[config.mk]
export PLATFORM = sky130hd
export DESIGN_NAME = rie_unit
export DESIGN_NICKNAME = d
export VERILOG_FILES = /design/src/rtl/rie_pkg.sv /design/src/rtl/rie_unit.sv
export VERILOG_INCLUDE_DIRS = /design/src /design/src/rtl
export SDC_FILE = /design/constraint.sdc
export NUM_CORES = 1
export LEC_CHECK = 0
export CORE_MARGIN = 2
export CORE_UTILIZATION = 50
export CTS_BUF_LIST = sky130_fd_sc_hd__clkbuf_4
export DETAILED_ROUTE_END_ITERATION = 10
export DONT_BUFFER_PORTS = 1
export PLACE_DENSITY = 0.64
export SLEW_MARGIN = 10
export SYNTH_ARGS = -nofsm -noshare
export SYNTH_HDL_FRONTEND = slang
export SYNTH_SLANG_ARGS = --single-unit
[constraint.sdc]
create_clock -name sys_clk -period 1.35 [get_ports sys_clk]
set_input_delay 0.135 -clock sys_clk [delete_from_list [all_inputs] [get_ports sys_clk]]
set_output_delay 0.135 -clock sys_clk [all_outputs]
set_load 0.02 [all_outputs]
[src/rtl/rie_params.svh]
// Constants for the reset and interrupt exception unit.
// Assumes inclusion by the unit; definitions only.
`ifndef RIE_PARAMS_SVH
`define RIE_PARAMS_SVH

// ***************************************************************
// Vector numbers and table layout
// ***************************************************************
`define RIE_VEC_RESET     5'h00
`define RIE_VEC_NMI       5'h03
`define RIE_VEC_EXT0      5'h04
`define RIE_VEC_INT0      5'h0c
`define RIE_VEC_LAST      5'h1e
`define RIE_TABLE_END     16'h003d
`define RIE_NUM_EXT       8
`define RIE_NUM_INT       19

// ***************************************************************
// Reset values and the cleared mask value
// ***************************************************************
`define RIE_MASK_SET      1'b1
`define RIE_NMI_EDGE_RST  1'b0
`define RIE_IRQ_REG_RST   8'h00
`define RIE_MODE_RST      2'h0
`define RIE_NMI_IDLE      1'b1
`define RIE_EXT_IDLE      8'hff
`define RIE_MASK_CLR      1'b0

`endif

[src/rtl/rie_pkg.sv]
// Types shared by the exception unit.
// Assumes rie_params.svh supplies the numeric constants.
`default_nettype none
package rie_pkg;

    // Exception sequencer states
    typedef enum logic [2:0]
    {
        RIE_HALT,
        RIE_RST_FETCH,
        RIE_FIRST_INSN,
        RIE_RUN,
        RIE_PUSH,
        RIE_FETCH
    } rie_state_t;

endpackage : rie_pkg
`default_nettype wire

[src/rtl/rie_unit.sv]
// Reset and interrupt exception unit: reset sequence, request capture,
// fixed priority selection and vector fetch handshake with the CPU core.
// Assumes the core signals instruction boundaries, performs the stack
// pushes and vector reads on request, and keeps its own register file.
`timescale 1ns/10ps
`default_nettype none
`include "rie_params.svh"

// Functional notes
// RULE1: Reset outranks any pending interrupt.
// RULE2: Everything halts while reset low; sequence starts on release.
// RULE3: Mode pins latched first into mode status bits.
// RULE4: Reset sets the interrupt mask bit.
// RULE5: Reset returns peripheral registers to initial values.
// RULE6: Reset loads PC from vector entry zero.
// RULE7: General registers and RAM untouched by reset.
// RULE8: All interrupts blocked until first instruction completes.
// RULE9: Maskable needs enable bit and cleared mask; int_req checks only the mask.
// RULE10: Reset source holds pin low long enough.
// RULE11: Push PC and CONDITION_CODE_REGISTER before changing them.
// RULE12: Both sequences set mask and fetch vector.
// RULE13: Vector table spans 0x0000 to 0x003D.
// RULE14: Accept only at boundaries, not after CONDITION_CODE_REGISTER instructions.
// RULE15: Mask bit blocks all except nonmaskable.
// RULE16: External requests select falling edge or low level.
// RULE17: Nonmaskable pin edge sensed, either edge selectable.
// RULE18: Twenty-eight sources: nine pins, nineteen internal.
// RULE19: Fixed priority from nonmaskable down to converter.
// RULE20: Free-running timer sources use vectors twelve to eighteen.
// RULE21: Each source has its own vector entry.
// RULE22: Enabled falling edges latched despite mask until serviced.
// RULE23: Edge select zero falling, one rising.
// RULE24: Vector fetch address is twice vector number.
module rie_unit
(
    input  wire logic        sys_clk,
    input  wire logic        rstn,
    input  wire logic        mode_pin_hi,
    input  wire logic        mode_pin_lo,
    input  wire logic        nmi_pin,
    input  wire logic [7:0]  ext_req_n,
    input  wire logic [18:0] int_req,
    input  wire logic        nonmaskable_edge_select,
    input  wire logic [7:0]  ext_sense_edge,
    input  wire logic [7:0]  ext_enable,
    input  wire logic        insn_end,
    input  wire logic        ccr_instr,
    input  wire logic        ccr_mask_clear,
    input  wire logic        return_from_exception,
    input  wire logic        restored_mask,
    input  wire logic        core_done,
    output logic             mode_stat_hi,
    output logic             mode_stat_lo,
    output logic             ccr_mask,
    output logic             periph_init,
    output logic             core_run,
    output logic             push_req,
    output logic             vec_req,
    output logic [15:0]      vec_addr,
    output logic [4:0]       vec_num
);

    // ***********************************************************
    // Reset synchroniser
    // ***********************************************************
    logic rst_meta;
    logic rst_sync_n;

    // Async assert, two-stage release so the sequence begins cleanly
    always_ff @(posedge sys_clk or negedge rstn)
    begin
        if (!rstn)
        begin
            rst_meta   <= 1'b0;
            rst_sync_n <= 1'b0;
        end
        else
        begin
            rst_meta   <= 1'b1;
            rst_sync_n <= rst_meta;
        end
    end

    // ***********************************************************
    // Functions
    // ***********************************************************
    // Table entries are words, so entry address is twice the number
    function automatic logic [15:0] rie_vec_to_addr(input logic [4:0] num);
        rie_vec_to_addr = {10'h000, num, 1'b0}; // RULE24 RULE13
    endfunction : rie_vec_to_addr

    // ***********************************************************
    // Request capture
    // ***********************************************************
    rie_pkg::rie_state_t state;
    rie_pkg::rie_state_t next_state;
    logic        nmi_prev;
    logic        next_nmi_prev;
    logic        nmi_pend;
    logic        next_nmi_pend;
    logic [7:0]  ext_prev;
    logic [7:0]  next_ext_prev;
    logic [7:0]  ext_latch;
    logic [7:0]  next_ext_latch;
    logic [7:0]  ext_active;
    logic        nmi_edge;
    logic        svc_ext;
    logic [2:0]  svc_idx;
    logic        svc_nmi;

    // Edge detection; a new edge wins over the clear of the same flag
    always_comb
    begin
        next_nmi_prev  = nmi_pin;
        next_ext_prev  = ext_req_n;
        nmi_edge = nonmaskable_edge_select ? (nmi_pin & ~nmi_prev)   // RULE23 RULE17
                                           : (~nmi_pin & nmi_prev);
        next_nmi_pend  = nmi_pend;
        next_ext_latch = ext_latch;
        if (svc_nmi)
            next_nmi_pend = 1'b0;
        if (svc_ext)
            next_ext_latch[svc_idx] = 1'b0;
        if (nmi_edge)
            next_nmi_pend = 1'b1;
        // Latched even under the mask, but only when enabled
        next_ext_latch = next_ext_latch
                       | (ext_prev & ~ext_req_n & ext_enable & ext_sense_edge); // RULE22
    end

    // Level mode reads the pin directly, so the source must hold it;
    // kept apart from the edge process so no false loop runs via the sequencer
    assign ext_active = ext_enable & ((ext_sense_edge & ext_latch)
                                    | (~ext_sense_edge & ~ext_req_n)); // RULE16 RULE9

    always_ff @(posedge sys_clk or negedge rst_sync_n)
    begin
        if (!rst_sync_n)
        begin
            nmi_prev  <= `RIE_NMI_IDLE;
            nmi_pend  <= 1'b0;
            ext_prev  <= `RIE_EXT_IDLE;
            ext_latch <= `RIE_IRQ_REG_RST;
        end
        else
        begin
            nmi_prev  <= next_nmi_prev;
            nmi_pend  <= next_nmi_pend;
            ext_prev  <= next_ext_prev;
            ext_latch <= next_ext_latch;
        end
    end

    // ***********************************************************
    // Priority selection
    // ***********************************************************
    logic        any_req;
    logic [4:0]  win_num;

    // Lowest vector number wins; each source has its own entry
    always_comb
    begin
        any_req = 1'b0;
        win_num = `RIE_VEC_LAST;
        for (int i = `RIE_NUM_INT - 1; i >= 0; i--)
        begin
            if (int_req[i] && !ccr_mask) // RULE15
            begin
                any_req = 1'b1;
                win_num = `RIE_VEC_INT0 + 5'(i); // RULE20 RULE21 RULE18
            end
        end
        for (int i = `RIE_NUM_EXT - 1; i >= 0; i--)
        begin
            if (ext_active[i] && !ccr_mask) // RULE15
            begin
                any_req = 1'b1;
                win_num = `RIE_VEC_EXT0 + 5'(i); // RULE19
            end
        end
        if (nmi_pend)
        begin
            any_req = 1'b1;
            win_num = `RIE_VEC_NMI; // RULE19
        end
    end

    // ***********************************************************
    // Exception sequencer
    // ***********************************************************
    logic        next_mask;
    logic        next_mode_hi;
    logic        next_mode_lo;
    logic [4:0]  next_vec_num;
    logic        accept;

    // Mode reset value split into its two status bits
    localparam logic [1:0] mode_rst_val = `RIE_MODE_RST;

    // Acceptance waits for a clean boundary after the first instruction
    always_comb
    begin
        next_state   = state;
        next_mask    = ccr_mask;
        next_mode_hi = mode_stat_hi;
        next_mode_lo = mode_stat_lo;
        next_vec_num = vec_num;
        svc_nmi      = 1'b0;
        svc_ext      = 1'b0;
        svc_idx      = 3'(vec_num - `RIE_VEC_EXT0);
        accept       = any_req && insn_end && !ccr_instr; // RULE14
        unique case (state)
            rie_pkg::RIE_HALT:
            begin
                // Mode pins caught as the first step after release
                next_mode_hi = mode_pin_hi; // RULE3
                next_mode_lo = mode_pin_lo;
                next_mask    = `RIE_MASK_SET; // RULE4
                next_vec_num = `RIE_VEC_RESET;
                next_state   = rie_pkg::RIE_RST_FETCH;
            end
            rie_pkg::RIE_RST_FETCH:
            begin
                if (core_done)
                    next_state = rie_pkg::RIE_FIRST_INSN; // RULE6
            end
            rie_pkg::RIE_FIRST_INSN:
            begin
                if (insn_end)
                    next_state = rie_pkg::RIE_RUN; // RULE8
            end
            rie_pkg::RIE_RUN:
            begin
                if (ccr_mask_clear)
                    next_mask = `RIE_MASK_CLR;
                if (return_from_exception)
                    next_mask = restored_mask;
                if (accept)
                begin
                    next_vec_num = win_num;
                    next_state   = rie_pkg::RIE_PUSH;
                end
            end
            rie_pkg::RIE_PUSH:
            begin
                if (core_done)
                begin
                    next_mask  = `RIE_MASK_SET; // RULE12
                    next_state = rie_pkg::RIE_FETCH;
                    svc_nmi    = (vec_num == `RIE_VEC_NMI);
                    svc_ext    = (vec_num >= `RIE_VEC_EXT0) && (vec_num < `RIE_VEC_INT0);
                end
            end
            rie_pkg::RIE_FETCH:
            begin
                // Sequence ends; the next acceptance waits for a boundary
                if (core_done)
                    next_state = rie_pkg::RIE_RUN;
            end
            default:
                next_state = rie_pkg::RIE_HALT;
        endcase
    end

    // Reset holds everything in halt; registers and RAM of the core are not ours
    always_ff @(posedge sys_clk or negedge rst_sync_n)
    begin
        if (!rst_sync_n)
        begin
            state        <= rie_pkg::RIE_HALT; // RULE2 RULE1 RULE7
            ccr_mask     <= `RIE_MASK_SET;
            mode_stat_hi <= mode_rst_val[1];
            mode_stat_lo <= mode_rst_val[0];
            vec_num      <= `RIE_VEC_RESET;
        end
        else
        begin
            state        <= next_state;
            ccr_mask     <= next_mask;
            mode_stat_hi <= next_mode_hi;
            mode_stat_lo <= next_mode_lo;
            vec_num      <= next_vec_num;
        end
    end

    // ***********************************************************
    // Core handshake outputs
    // ***********************************************************
    // Peripherals stay in initial state until the reset vector is read
    assign periph_init = (state == rie_pkg::RIE_HALT) || (state == rie_pkg::RIE_RST_FETCH); // RULE5
    assign core_run    = (state == rie_pkg::RIE_FIRST_INSN) || (state == rie_pkg::RIE_RUN);
    assign push_req    = (state == rie_pkg::RIE_PUSH); // RULE11
    assign vec_req     = (state == rie_pkg::RIE_RST_FETCH) || (state == rie_pkg::RIE_FETCH);
    assign vec_addr    = rie_vec_to_addr(vec_num); // RULE6

    // ***********************************************************
    // Assertions
    // ***********************************************************
    a_push_then_fetch: assert property (@(posedge sys_clk) disable iff (!rst_sync_n) // RULE11
        (push_req && core_done) |=> vec_req && ccr_mask)
        else $error("Vector fetch did not follow the push");
    a_mask_blocks: assert property (@(posedge sys_clk) disable iff (!rst_sync_n) // RULE15
        (state == rie_pkg::RIE_RUN && next_state == rie_pkg::RIE_PUSH && ccr_mask)
        |-> next_vec_num == `RIE_VEC_NMI)
        else $error("Masked source accepted");
    a_first_insn: assert property (@(posedge sys_clk) disable iff (!rst_sync_n) // RULE8
        (state == rie_pkg::RIE_FIRST_INSN) |=> !push_req)
        else $error("Interrupt taken before first instruction");
    a_reset_vec: assert property (@(posedge sys_clk) disable iff (!rst_sync_n) // RULE6
        (state == rie_pkg::RIE_RST_FETCH) |-> vec_addr == 16'h0000 && ccr_mask)
        else $error("Reset fetch from wrong entry");
    a_vec_range: assert property (@(posedge sys_clk) disable iff (!rst_sync_n) // RULE13
        vec_req |-> vec_addr < `RIE_TABLE_END)
        else $error("Vector outside table");
    a_ccr_defer: assert property (@(posedge sys_clk) disable iff (!rst_sync_n) // RULE14
        (state == rie_pkg::RIE_RUN && ccr_instr) |=> !push_req)
        else $error("Accepted after CONDITION_CODE_REGISTER instruction");
    a_nmi_first: assert property (@(posedge sys_clk) disable iff (!rst_sync_n) // RULE19
        (state == rie_pkg::RIE_RUN && accept && nmi_pend) |=> vec_num == `RIE_VEC_NMI)
        else $error("NMI lost priority");
    a_mode_latch: assert property (@(posedge sys_clk) disable iff (!rst_sync_n) // RULE3
        (state == rie_pkg::RIE_RST_FETCH && $past(state) == rie_pkg::RIE_HALT)
        |-> mode_stat_hi == $past(mode_pin_hi) && mode_stat_lo == $past(mode_pin_lo))
        else $error("Mode pins not latched");
    c_reset_done: cover property (@(posedge sys_clk) state == rie_pkg::RIE_FIRST_INSN);
    c_nmi_taken: cover property (@(posedge sys_clk) push_req && vec_num == `RIE_VEC_NMI);
    c_ext_taken: cover property (@(posedge sys_clk) push_req && vec_num == `RIE_VEC_EXT0);
    c_adc_taken: cover property (@(posedge sys_clk) push_req && vec_num == `RIE_VEC_LAST);

endmodule : rie_unit
`default_nettype wire
# ---- Yosys cells after proc, flatten, opt, wreduce, memory -nomap -nowiden
# Cells that the tools add are included.
dict set report op_classes {
  add_sub_neg 1
  order_cmp 4
  n_eq_ne 12
  muxes 77
  bitwise_logic 16
  n_reduce_logical 43
}
# cell count
set op_table {}
lappend op_table {{2-to-1 mux 5 bit} 27}
lappend op_table {{bitwise AND 8 bit} 7}
lappend op_table {{2-to-1 mux 1 bit} 39}
lappend op_table {{logical AND 1 bit} 31}
lappend op_table {{NOT 8 bit} 3}
lappend op_table {{case mux 3 bit (6 select lines)} 1}
lappend op_table {{bitwise OR 8 bit} 2}
lappend op_table {{2-to-1 mux 3 bit} 5}
lappend op_table {{inequality test 2 bit (second input constant)} 5}
lappend op_table {{case mux 5 bit (2 select lines)} 1}
lappend op_table {{2-to-1 mux 8 bit} 1}
lappend op_table {{equality test 3 x 2 -> 1 bit (second input constant)} 2}
lappend op_table {{equality test 3 bit (second input constant)} 2}
lappend op_table {{equality test 5 x 2 -> 1 bit (second input constant)} 1}
lappend op_table {{greater-or-equal comparator 5 x 3 -> 1 bit (second input constant)} 1}
lappend op_table {{< comparator 5 x 4 -> 1 bit (second input constant)} 1}
lappend op_table {{AND reduction 5 bit} 1}
lappend op_table {{< comparator 3 x 4 -> 1 bit (second input constant)} 1}
lappend op_table {{nonzero test 2 bit} 2}
lappend op_table {{demux 1 bit (select 3 bit)} 1}
lappend op_table {{equality test 3 x 1 -> 1 bit (second input constant)} 1}
lappend op_table {{greater-or-equal comparator 3 x 1 -> 1 bit (second input constant)} 1}
lappend op_table {{zero test 3 bit} 1}
lappend op_table {{logical OR 1 bit} 3}
lappend op_table {{10 further kinds} 13}
dict set report totals {
  register_bits 31
  in_bits 55
  wordCells 164
}

# ---- Depth between registers and ports, before layout
# Gate-level depths: netlist of the first run.
dict set report logic_depth {
  word_depth 34
  ltp_mapped 6
}

# ---- Least setup slack after synthesis of the first run
# No wires, ideal clock.
dict set report synth_path {
  path_kind {register to register}
  from {register state[0]}
  to {register ext_latch[5]}
  setup_time_ns 0.124
  arrival_time_ns 1.728
  t_required_ns 1.226
  path_slack_ns -0.502
  stages_incl_launch_ff 7
  path_buffers 1
  path_cell_list {dfrtp_1 -> clkbuf_1 -> nor3_1 -> and3b_1 -> nand3_1 -> o31ai_1 -> nand2_1}
}
dict set report synth_between {
  elab_chain_cells 4
}
# element line
set synth_rtl {}
lappend synth_rtl {{from (decl)} rie_unit.sv:95} ;# rie_pkg::rie_state_t state;
lappend synth_rtl {{from (signal assigned)} rie_unit.sv:270} ;# state <= rie_pkg::RIE_HALT;
lappend synth_rtl {{from (signal assigned)} rie_unit.sv:278} ;# state <= next_state;
lappend synth_rtl {{equality test 3 bit} --}
lappend synth_rtl {{net push_req} rie_unit.sv:57} ;# output logic push_req,
lappend synth_rtl {{2-to-1 mux 1 bit} rie_unit.sv:212} ;# unique case (state)
lappend synth_rtl {{2-to-1 mux 8 bit} rie_unit.sv:122} ;# if (svc_ext)
lappend synth_rtl {{bitwise OR 8 bit} rie_unit.sv:128} ;# | (ext_prev & ~ext_req_n & ext_enable & ext_sense_edge);
lappend synth_rtl {{net next_ext_latch[5]} rie_unit.sv:104} ;# logic [7:0] next_ext_latch;
lappend synth_rtl {{to (signal assigned)} rie_unit.sv:143} ;# ext_latch <= `RIE_IRQ_REG_RST;
lappend synth_rtl {{to (signal assigned)} rie_unit.sv:150} ;# ext_latch <= next_ext_latch;
lappend synth_rtl {{to (decl)} rie_unit.sv:103} ;# logic [7:0] ext_latch;
# The timed path passes the listed nets, and every way through them passes these cells.
# A chain may end at the register's enable or synchronous reset.

# ---- Worst setup path after layout of the first run
dict set report layout_path {
  from {register ccr_mask}
  to {register vec_num[3]}
}
dict set report layout_between {
  elab_chain_cells 34
  elab_cells_between_ends 87
  cone_classes {1 x eq/ne; 55 x mux; 31 x reduce/logical}
}
# element line
set layout_rtl {}
lappend layout_rtl {{from (decl)} rie_unit.sv:54} ;# output logic ccr_mask,
lappend layout_rtl {{from (signal assigned)} rie_unit.sv:271} ;# ccr_mask <= `RIE_MASK_SET;
lappend layout_rtl {{from (signal assigned)} rie_unit.sv:279} ;# ccr_mask <= next_mask;
lappend layout_rtl {{zero test 1 bit *} {rie_unit.sv:167, rie_unit.sv:175}}
lappend layout_rtl {{logical AND 1 bit} rie_unit.sv:167} ;# if (int_req[i] && !ccr_mask)
lappend layout_rtl {{2-to-1 mux 1 bit (19 in a row)} rie_unit.sv:167}
lappend layout_rtl {{2-to-1 mux 1 bit (8 in a row)} rie_unit.sv:175} ;# if (ext_active[i] && !ccr_mask)
lappend layout_rtl {{2-to-1 mux 1 bit} rie_unit.sv:181} ;# if (nmi_pend)
lappend layout_rtl {{logical AND 1 bit (2 in a row)} rie_unit.sv:211} ;# accept = any_req && insn_end && !ccr_instr;
lappend layout_rtl {{inequality test 2 bit (no line)} --}
lappend layout_rtl {{AND reduction 2 bit (no line)} --}
lappend layout_rtl {{to (signal assigned)} rie_unit.sv:274} ;# vec_num <= `RIE_VEC_RESET;
lappend layout_rtl {{to (signal assigned)} rie_unit.sv:282} ;# vec_num <= next_vec_num;
lappend layout_rtl {{to (decl)} rie_unit.sv:60} ;# output logic [4:0] vec_num
# Mark *: on every way between the ends. The rest lies on a longest branch, timed or not. The select of a mux whose other input is x is not followed.

==> out/results.txt, run 1 <==
The run finished, with violations left. The checks that failed: negative setup slack. The highest net fanout along the worst path is 6, and the number of H-tree levels is 2.

The type of the tightest min-delay check was in -> async. Combined area of the multi-input logic cells: 0.00117 mm². Among cell families on the critical path, the largest total delay comes from flip-flops.

The die is 66.0 µm tall. In this run the standard cell core region covers 0.00369 mm². Using the TritonRoute via totals, the vias-per-cell ratio works out to 5.70.

Detailed placement ended at an HPWL of 3820 µm. The run gives 0 as the count of endpoints failing hold in the final timing report. Post-detailed-route count of antenna-violating nets: 0. The fraction of layout cells with a size suffix above 1 was 0.367.

Summed over all cells, the static leakage comes to 1.21 nW. Dividing the detail-routed wire length by the instance count gives 17.1 µm. The run gives 2.28 ns as the worst path arrival time. The antenna cell count is 0, and the final worst clock skew is 0.0130 ns.

The critical path is of the reg -> reg type. The synthesized design spends more area on one cell type than any other, namely sky130_fd_sc_hd__dfrtp_1. The max-capacitance violation count came out at 0. The worst-case IR drop observed on VDD is 0.934 mV. The logs give 22 for the total number of placement rows and -0.725 ns for the minimum setup slack after placement. Sum of buffers and inverters on the critical path: 1. DRC violation count after routing: 0.

Setup violations remaining at the end of the flow were counted as 22. The most used flip-flop cell after synthesis is sky130_fd_sc_hd__dfrtp_1. The portion of the clock cycle consumed by the worst path in the final layout is 1.53.

Timing would allow up to 486 MHz. The async set or reset register ratio after synthesis works out to 1.00. The terminus of the critical flop-to-flop path was vec_num[3]. For the cell count after synthesis, the log shows 220. The slowest cell on the critical path was sky130_fd_sc_hd__dfstp_2.

The worst register-to-register path has a depth of 7. By area the synthesized netlist is led by sky130_fd_sc_hd__dfrtp_1 (27%), sky130_fd_sc_hd__dfstp_2 (14%), sky130_fd_sc_hd__buf_4 (6.3%), sky130_fd_sc_hd__nor2_1 (5.1%), sky130_fd_sc_hd__nand4b_1 (4.1%). The clock period minus worst slack was 2.06 ns; the biggest cell delay along the critical path was 0.62 ns. For the reg-to-reg setup timing slack, the log shows -0.71 ns.

Clock-pin slew was measured on the worst setup and hold paths at 0.11 ns. Yosys mapped the design onto 45 distinct sky130hd cell types. Data required time of the critical path: 1.57 ns. The cell area after technology mapping came out at 0.00192 mm².

Post-layout worst setup margin: -0.709 ns. After the flow finishes, the layout carries non-filler instances totaling 356. The average cell area after synthesis works out to 8.74 µm². The tools report the final net count as 362. Hold is met by 0.0176 ns. For the filler cell count, the log shows 236. The die covers 0.00436 mm².

After the first detailed-routing iteration, the DRC count stood at 134. At the end of routability-driven placement, the weighted congestion stood at 0.847. The initial antenna violation count was 0; the number of warning messages in the yosys log was 0. The sequential-to-total area share from yosys stat is 0.410. At the later pin of the worst-skew pair, clock insertion delay measures 0.34 ns.

In this run, placement finished with an instance count of 299. The tools report the sink count of the clock tree as 31. Setup repair after global routing could not meet its margin everywhere.

The critical path startpoint category is a flip-flop. Summed over all layers, the global routing overflow is 0. Synthesis inferred 31 register bits. The via count of the first global-routing pass is 2,017, and the total vias in the final route is 2,029.

The layout overhead on the synthesized area works out to 51.4%. The first detailed-routing pass took 4 iterations. Entering global routing, the biggest net connects 30 pins. The max-slew violation count was 0; the number of port buffers was 0.

For this design the ratio of total power to cell area is 1520 mW/mm². Overall fraction of global-route tracks in use: 0.265. No sink is reached through more buffers than the 2 on the longest clock path. The overall die width is 66.0 µm. For the effective utilization at floorplan, the log shows 0.521. Traced cell by cell, the critical path runs through buf_12 -> nor2b_1 -> o21ai_1 -> and4_1 -> nand4_1 -> a21oi_4 -> mux2_4. In the final layout, flip-flops and latches occupy 791 µm². CTS placed an instance of sky130_fd_sc_hd__clkbuf_4 at the clock tree root. The worst register-to-register path begins at ccr_mask. The first global-routing pass estimated 8850 µm of wire. TritonCTS created 5 clock buffers. For the total wirelength of the detailed-routed design, the log shows 6100 µm.

In this run, synthesis inferred 0 flip-flops with an integrated enable. The run gives 83 as the number of primary I/O pins. TritonCTS built the clock tree.

The worst setup path is captured at a flip-flop. The area share of the largest cell type after synthesis was 0.273.
==> placed cells by master, fill, tap and decap left out, types with 3 or more instances in the layout <==
cell type                       Yosys  routed
sky130_fd_sc_hd__nor2_1            26      24
sky130_fd_sc_hd__inv_1              7       5
sky130_fd_sc_hd__o21ai_0           13       6
sky130_fd_sc_hd__nand3_1            7       5
sky130_fd_sc_hd__mux2_4             0       5
sky130_fd_sc_hd__o21ai_2            1       8
sky130_fd_sc_hd__nor3b_1            3       3
sky130_fd_sc_hd__buf_6              0       9
sky130_fd_sc_hd__clkbuf_4           0       5
sky130_fd_sc_hd__nand4b_1           9       9
sky130_fd_sc_hd__nor2b_1           10      10
sky130_fd_sc_hd__a31oi_1            4       4
sky130_fd_sc_hd__dfrtp_1           21      19
sky130_fd_sc_hd__o21ai_1            6       6
sky130_fd_sc_hd__o31ai_1            6       4
sky130_fd_sc_hd__buf_4             16      46
sky130_fd_sc_hd__nand2b_1           8       8
sky130_fd_sc_hd__dfstp_2           10      10
sky130_fd_sc_hd__a21oi_1            7       6
sky130_fd_sc_hd__nand2_1           17      13
sky130_fd_sc_hd__conb_1             2      12
sky130_fd_sc_hd__dlygate4sd3_1      0      32
sky130_fd_sc_hd__and2_1             6       6
sky130_fd_sc_hd__nand2_2            0       3
==> final cells by class <==
cell class / count / share of cell area
clock buffer: 5 / 0.0129
clock inverter: 3 / 0.0133
inverter: 7 / 0.00989
multi-input combinational: 174 / 0.401
sequential: 31 / 0.272
tap: 48 / 0.0206
timing repair buffer: 88 / 0.270
==> per-layer routing <==
metal	global-route usage	routed length (µm)	share of wire	up-vias
li1	-	-	-	933
met4	0.0587	127	0.021	0
met1	0.311	2310	0.38	993
met3	0.0733	487	0.080	15
met2	0.480	3180	0.52	88
met5	0	0	0	-
==> power breakdown <==
part | internal (mW) | leakage [nW] | switching (mW)
registers | 1.10 | 0.333 | 0.200
clock network | 0.381 | 0.0426 | 0.341
logic | 1.20 | 0.833 | 1.20
total | 2.69 | 1.21 | 1.74
==> logic make-up (layout without fill, tap and decap cells) <==
| group | after synthesis | after routing | synth area share |
|---|---|---|---|
| compound gates | 47 | 47 | 0.153 |
| xor+xnor | 1 | 1 | 0.00456 |
| buf+inv | 25 | 103 | 0.0807 |
| flops | 31 | 31 | 0.410 |
| mux | 6 | 6 | 0.0352 |
| other cells | 2 | 12 | 0.00391 |
| simple gates | 108 | 108 | 0.313 |
==> Yosys cell counts, types with 2 or more instances <==
master,n
sky130_fd_sc_hd__nor2_1,26
sky130_fd_sc_hd__dfrtp_1,21
sky130_fd_sc_hd__nand2_1,17
sky130_fd_sc_hd__buf_4,16
sky130_fd_sc_hd__o21ai_0,13
sky130_fd_sc_hd__dfstp_2,10
sky130_fd_sc_hd__nor2b_1,10
sky130_fd_sc_hd__nand4b_1,9
sky130_fd_sc_hd__nand2b_1,8
sky130_fd_sc_hd__a21oi_1,7
sky130_fd_sc_hd__inv_1,7
sky130_fd_sc_hd__nand3_1,7
sky130_fd_sc_hd__and2_1,6
sky130_fd_sc_hd__o21ai_1,6
sky130_fd_sc_hd__o31ai_1,6
sky130_fd_sc_hd__a31oi_1,4
sky130_fd_sc_hd__nor3_1,4
sky130_fd_sc_hd__mux2_1,3
sky130_fd_sc_hd__mux2_2,3
sky130_fd_sc_hd__nor3b_1,3
sky130_fd_sc_hd__nor4_1,3
sky130_fd_sc_hd__a221o_1,2
sky130_fd_sc_hd__and4_1,2
sky130_fd_sc_hd__conb_1,2
sky130_fd_sc_hd__nand3b_1,2
sky130_fd_sc_hd__nand4_1,2
sky130_fd_sc_hd__o211ai_1,2
sky130_fd_sc_hd__or2_2,2
==> state kept, by name, indices dropped and copies added (netlist names) <==
name	count
ext_latch	8
ext_prev	8
vec_num	5
state	3
ccr_mask	1
mode_stat_hi	1
mode_stat_lo	1
nmi_pend	1
nmi_prev	1
rst_meta	1
rst_sync_n	1
==> stage by stage <==
| stage | instance area [µm²] | power [mW] | util | setup TNS [ns] |
|---|---|---|---|---|
| global route | 2910 | 4.67 | 0.789 | -8.05 |
| finish | 2910 | 4.43 | 0.789 | -6.35 |
| detailed placement | 2210 | 3.00 | 0.598 | -5.34 |
| floorplan | 1980 | 2.35 | - | -3.68 |
| global placement | 2210 | 2.93 | 0.598 | -4.37 |
| CTS | 2800 | 4.09 | 0.759 | -5.48 |
==> worst max-delay path by stage <==
stage,from,to,slack (ns),depth (start not counted)
floorplan,ccr_mask,vec_num[2],-0.50,6
global placement,ccr_mask,vec_num[4],-0.58,6
CTS,ccr_mask,vec_num[3],-0.68,7
finish,ccr_mask,vec_num[3],-0.71,7
global route,ccr_mask,vec_num[0],-0.83,10
detailed placement,ccr_mask,vec_num[3],-0.72,6
==> what timing repair did <==
| action | in CTS | in global routing |
|---|---|---|
| gates cloned | 0 | 0 |
| resized for setup | 28 | 18 |
| pin swaps | 11 | 14 |
| setup endpoints to repair | 23 | 25 |
| hold buffers | 32 | 0 |
| setup buffers | 11 | 9 |
| hold endpoints to repair | 24 | 0 |
Note: power is estimated with default switching activity, not from simulation.
==> run 2, diff against run 1 <==
--- a/config.mk
+++ b/config.mk
@@ -6,12 +6,14 @@
 export SDC_FILE = /design/constraint.sdc
 export NUM_CORES = 1
 export LEC_CHECK = 0
+export CAP_MARGIN = 5
 export CORE_MARGIN = 2
 export CORE_UTILIZATION = 50
 export CTS_BUF_LIST = sky130_fd_sc_hd__clkbuf_4
 export DETAILED_ROUTE_END_ITERATION = 10
 export DONT_BUFFER_PORTS = 1
 export PLACE_DENSITY = 0.64
+export SKIP_CTS_REPAIR_TIMING = 1
 export SLEW_MARGIN = 10
 export SYNTH_ARGS = -nofsm -noshare
 export SYNTH_HDL_FRONTEND = slang
==> constraint.sdc (replaced) <==
create_clock -name sys_clk -period 2.1 [get_ports sys_clk]
set_input_delay 0.21 -clock sys_clk [delete_from_list [all_inputs] [get_ports sys_clk]]
set_output_delay 0.21 -clock sys_clk [all_outputs]
set_load 0.02 [all_outputs]
==> out/results.txt, run 2 (synthesis gave the netlist of run 1 again) <==
The post-detailed-route count of antenna-violating nets is 0 (unchanged), and the total power draw is 2.17 mW (was 4.43 mW). The via count of the first global-routing pass is 1,621 (was 2,017). For the wire length of the first global-routing pass, the log shows 7080 µm (was 8850 µm). The fraction of layout cells with a size suffix above 1 came out at 0.169 (was 0.367).

For the detailed-route wire length on metal 1, the log shows 1920 µm (was 2310 µm). TritonCTS built the clock tree. Highest-count cells in the layout ignoring fill and taps: sky130_fd_sc_hd__nor2_1 (26), sky130_fd_sc_hd__dfrtp_1 (21), sky130_fd_sc_hd__nand2_1 (17), sky130_fd_sc_hd__o21ai_0 (13) (was sky130_fd_sc_hd__buf_4 (46), sky130_fd_sc_hd__dlygate4sd3_1 (32), sky130_fd_sc_hd__nor2_1 (24), sky130_fd_sc_hd__dfrtp_1 (19), sky130_fd_sc_hd__nand2_1 (13)). The count of endpoints failing hold in the final timing report was 0 (unchanged); the number of cells on the critical path was 7 (unchanged). The routed via count divided by cell count works out to 5.75 (was 5.70). Sum of buffers and inverters on the critical path: 1 (unchanged). The type of the worst setup path is reg -> reg (unchanged). Biggest regs: ext_latch: 8 flops, ext_prev: 8 flops, vec_num: 5 flops (unchanged). The cell count of the worst hold path is 1, and the portion of the clock cycle consumed by the worst path in the final layout is 0.980 (was 1.53). The antenna cell count was 0 (unchanged).

The sink count of the clock tree was 31 (unchanged). Critical path startpoint category: a flip-flop (unchanged). The tools report the maximum number of pins on one net before global-route repair as 30 (unchanged). The logs give 2 (unchanged) for the number of H-tree levels and 290 (was 356) for the number of standard cells in the layout, taps in and fillers out. The run gives 2360 µm (was 3180 µm) as the length of routed met2 wiring.

The leakage power was 0.869 nW (was 1.21 nW). Setup repair after global routing could not meet its margin everywhere. The total wirelength of the detailed-routed design is 4660 µm (was 6100 µm), and the DRC violation count after routing is 0 (unchanged).

The iteration count of the initial detailed-routing pass came out at 6 (was 4). For the amount of wire on met3 after detailed routing, the log shows 329 µm (was 487 µm). The type of destination of the critical path was a flip-flop (unchanged). The tools report the max-capacitance violation count as 0 (unchanged). The highest net fanout along the worst path was 6 (unchanged); the effective utilization at floorplan was 0.521 (unchanged).

The number of buffers created by CTS is 5 (unchanged). Chain of cells forming the critical path: buf_4 -> nand2b_1 -> a21oi_1 -> and4b_2 -> nand4_1 -> a21oi_2 -> mux2_1 (was buf_12 -> nor2b_1 -> o21ai_1 -> and4_1 -> nand4_1 -> a21oi_4 -> mux2_4). The count of endpoints failing setup in the final report is 0 (was 22). The gate family responsible for the most delay along the worst path was simple AND/OR/NAND/NOR gates (was flip-flops).

The logs give 0.00369 mm² (unchanged) for the placeable core region and 2 (unchanged) for the buffer levels on the longest clock path. The tools report the worst max-slew margin expressed relative to the limit as 0.661. The flow ran to the end, and the final reports show no timing, DRC or antenna violations.

The data required time of the critical path is 2.31 ns (was 1.57 ns), and the biggest cell delay along the critical path is 0.55 ns (was 0.62 ns). The tools report the remaining global-route overflow as 0 (unchanged). The clock-pin transition on the worst setup and hold timing paths works out to 0.11 ns (about the same).

The run gives 0.00436 mm² (unchanged) as the die area. DRC violation total after the first TritonRoute iteration: 89 (was 134). The number of instances in the placed design came out at 268 (was 299). The tools report the buffer type at the clock tree root as sky130_fd_sc_hd__clkbuf_4 (unchanged). The number of port buffers came out at 0 (unchanged).

The logs give 0.893 (was 0.847) for the global placer's final weighted congestion and 83 (unchanged) for the number of primary I/O pins. The total number of placement rows was 22 (unchanged); the slew of the pin with the lowest slew margin was 0.509 ns. Slowest cell on the critical path: sky130_fd_sc_hd__dfstp_2 (unchanged). For the final net count, the log shows 296 (was 362). The tools report the initial antenna violation count as 0 (unchanged). The clock period minus worst slack is 2.06 ns (about the same), and the final routed wire length divided by cell count is 16.1 µm (was 17.1 µm). For the max-slew violation count, the log shows 0 (unchanged). The highest metal layer with signal wires is met4 (unchanged). The peak clock frequency supported by timing came out at 486 MHz (about the same). The path depth of the worst reg2reg path is 7 (unchanged), and the half-perimeter wire length after placement is 3490 µm (was 3820 µm). The type of the tightest min-delay check was in -> reg (was in -> async).

The height of the die was 66.0 µm (unchanged). The most frequent standard cell in the layout excluding fill and tap cells is sky130_fd_sc_hd__nor2_1 (was sky130_fd_sc_hd__buf_4). The layout overhead on the synthesized area is 12.8% (was 51.4%), and the overall fraction of global-route tracks in use is 0.214 (was 0.265). The logs give 1,667 (was 2,029) for the total vias in the final route and 0.447 mV (was 0.934 mV) for the maximum resistive drop on vdd. The overall die width was 66.0 µm (unchanged); the clock latency reported for the late side of the worst-skew pair was 0.34 ns (about the same). The power density over the cells came out at 1000 mW/mm² (was 1520 mW/mm²). The run gives 0.0148 ns (was 0.0130 ns) as the final worst clock skew.

The worst path arrival time is 2.27 ns (was 2.28 ns).
==> run 2: metal layers <==
| layer | GRT usage | up-vias |
|---|---|---|
| met5 | 0 | - |
| met4 | 0.0612 | 0 |
| met3 | 0.0681 | 6 |
| met2 | 0.370 | 58 |
| met1 | 0.254 | 806 |
| li1 | - | 797 |
==> run 2: area by class of cell <==
| cell class | count | area, µm² |
|---|---|---|
| timing repair buffer | 22 | 190 |
| inverter | 7 | 26.3 |
| multi-input combinational | 174 | 1030 |
| fill | 338 | 1520 |
| sequential | 31 | 788 |
| clock buffer | 5 | 37.5 |
| tap | 48 | 60.1 |
| clock inverter | 3 | 38.8 |
==> run 2: stage by stage <==
step | util | cell area (µm²) | hold WS, ns | setup slack [ns] | setup TNS [ns]
after global placement | 0.529 | 1950 | -0.0855 | 0.197 | 0
after CTS | 0.550 | 2030 | -0.444 | 0.0630 | 0
final | 0.588 | 2170 | 0.0137 | 0.0423 | 0
after floorplan | - | 1960 | -0.0856 | 0.248 | 0
after global routing | 0.588 | 2170 | 0.00731 | -0.0223 | -0.0322
after detailed placement | 0.529 | 1950 | -0.0855 | 0.0939 | 0
==> run 2: worst reg2reg max path: cells and delay by family, from the launching register on <==
family                 cells  cell delay (ns)
AND/OR/NAND/NOR            3             0.58
flip-flops                 1             0.55
buffers and inverters      1             0.14
multiplexers               1             0.36
AO/OA/AOI/OAI              2             0.30
==> run 2: power breakdown <==
part / internal [mW] / switching [mW]
Clock: 0.245 / 0.210
Combinational: 0.367 / 0.509
Sequential: 0.703 / 0.138
==> run 2: worst paths after layout <==
path | from | to | slack (ns)
hold / removal | nonmaskable_edge_select | nmi_pend | 0.01
hold reg to reg | rst_sync_n | state[0] | 0.24
max in group asynchronous | rst_sync_n | ext_prev[5] | 1.54
min in group asynchronous | rstn | rst_sync_n | 0.10
setup / recovery | ccr_mask | vec_num[3] | 0.04
setup reg to reg | ccr_mask | vec_num[3] | 0.04
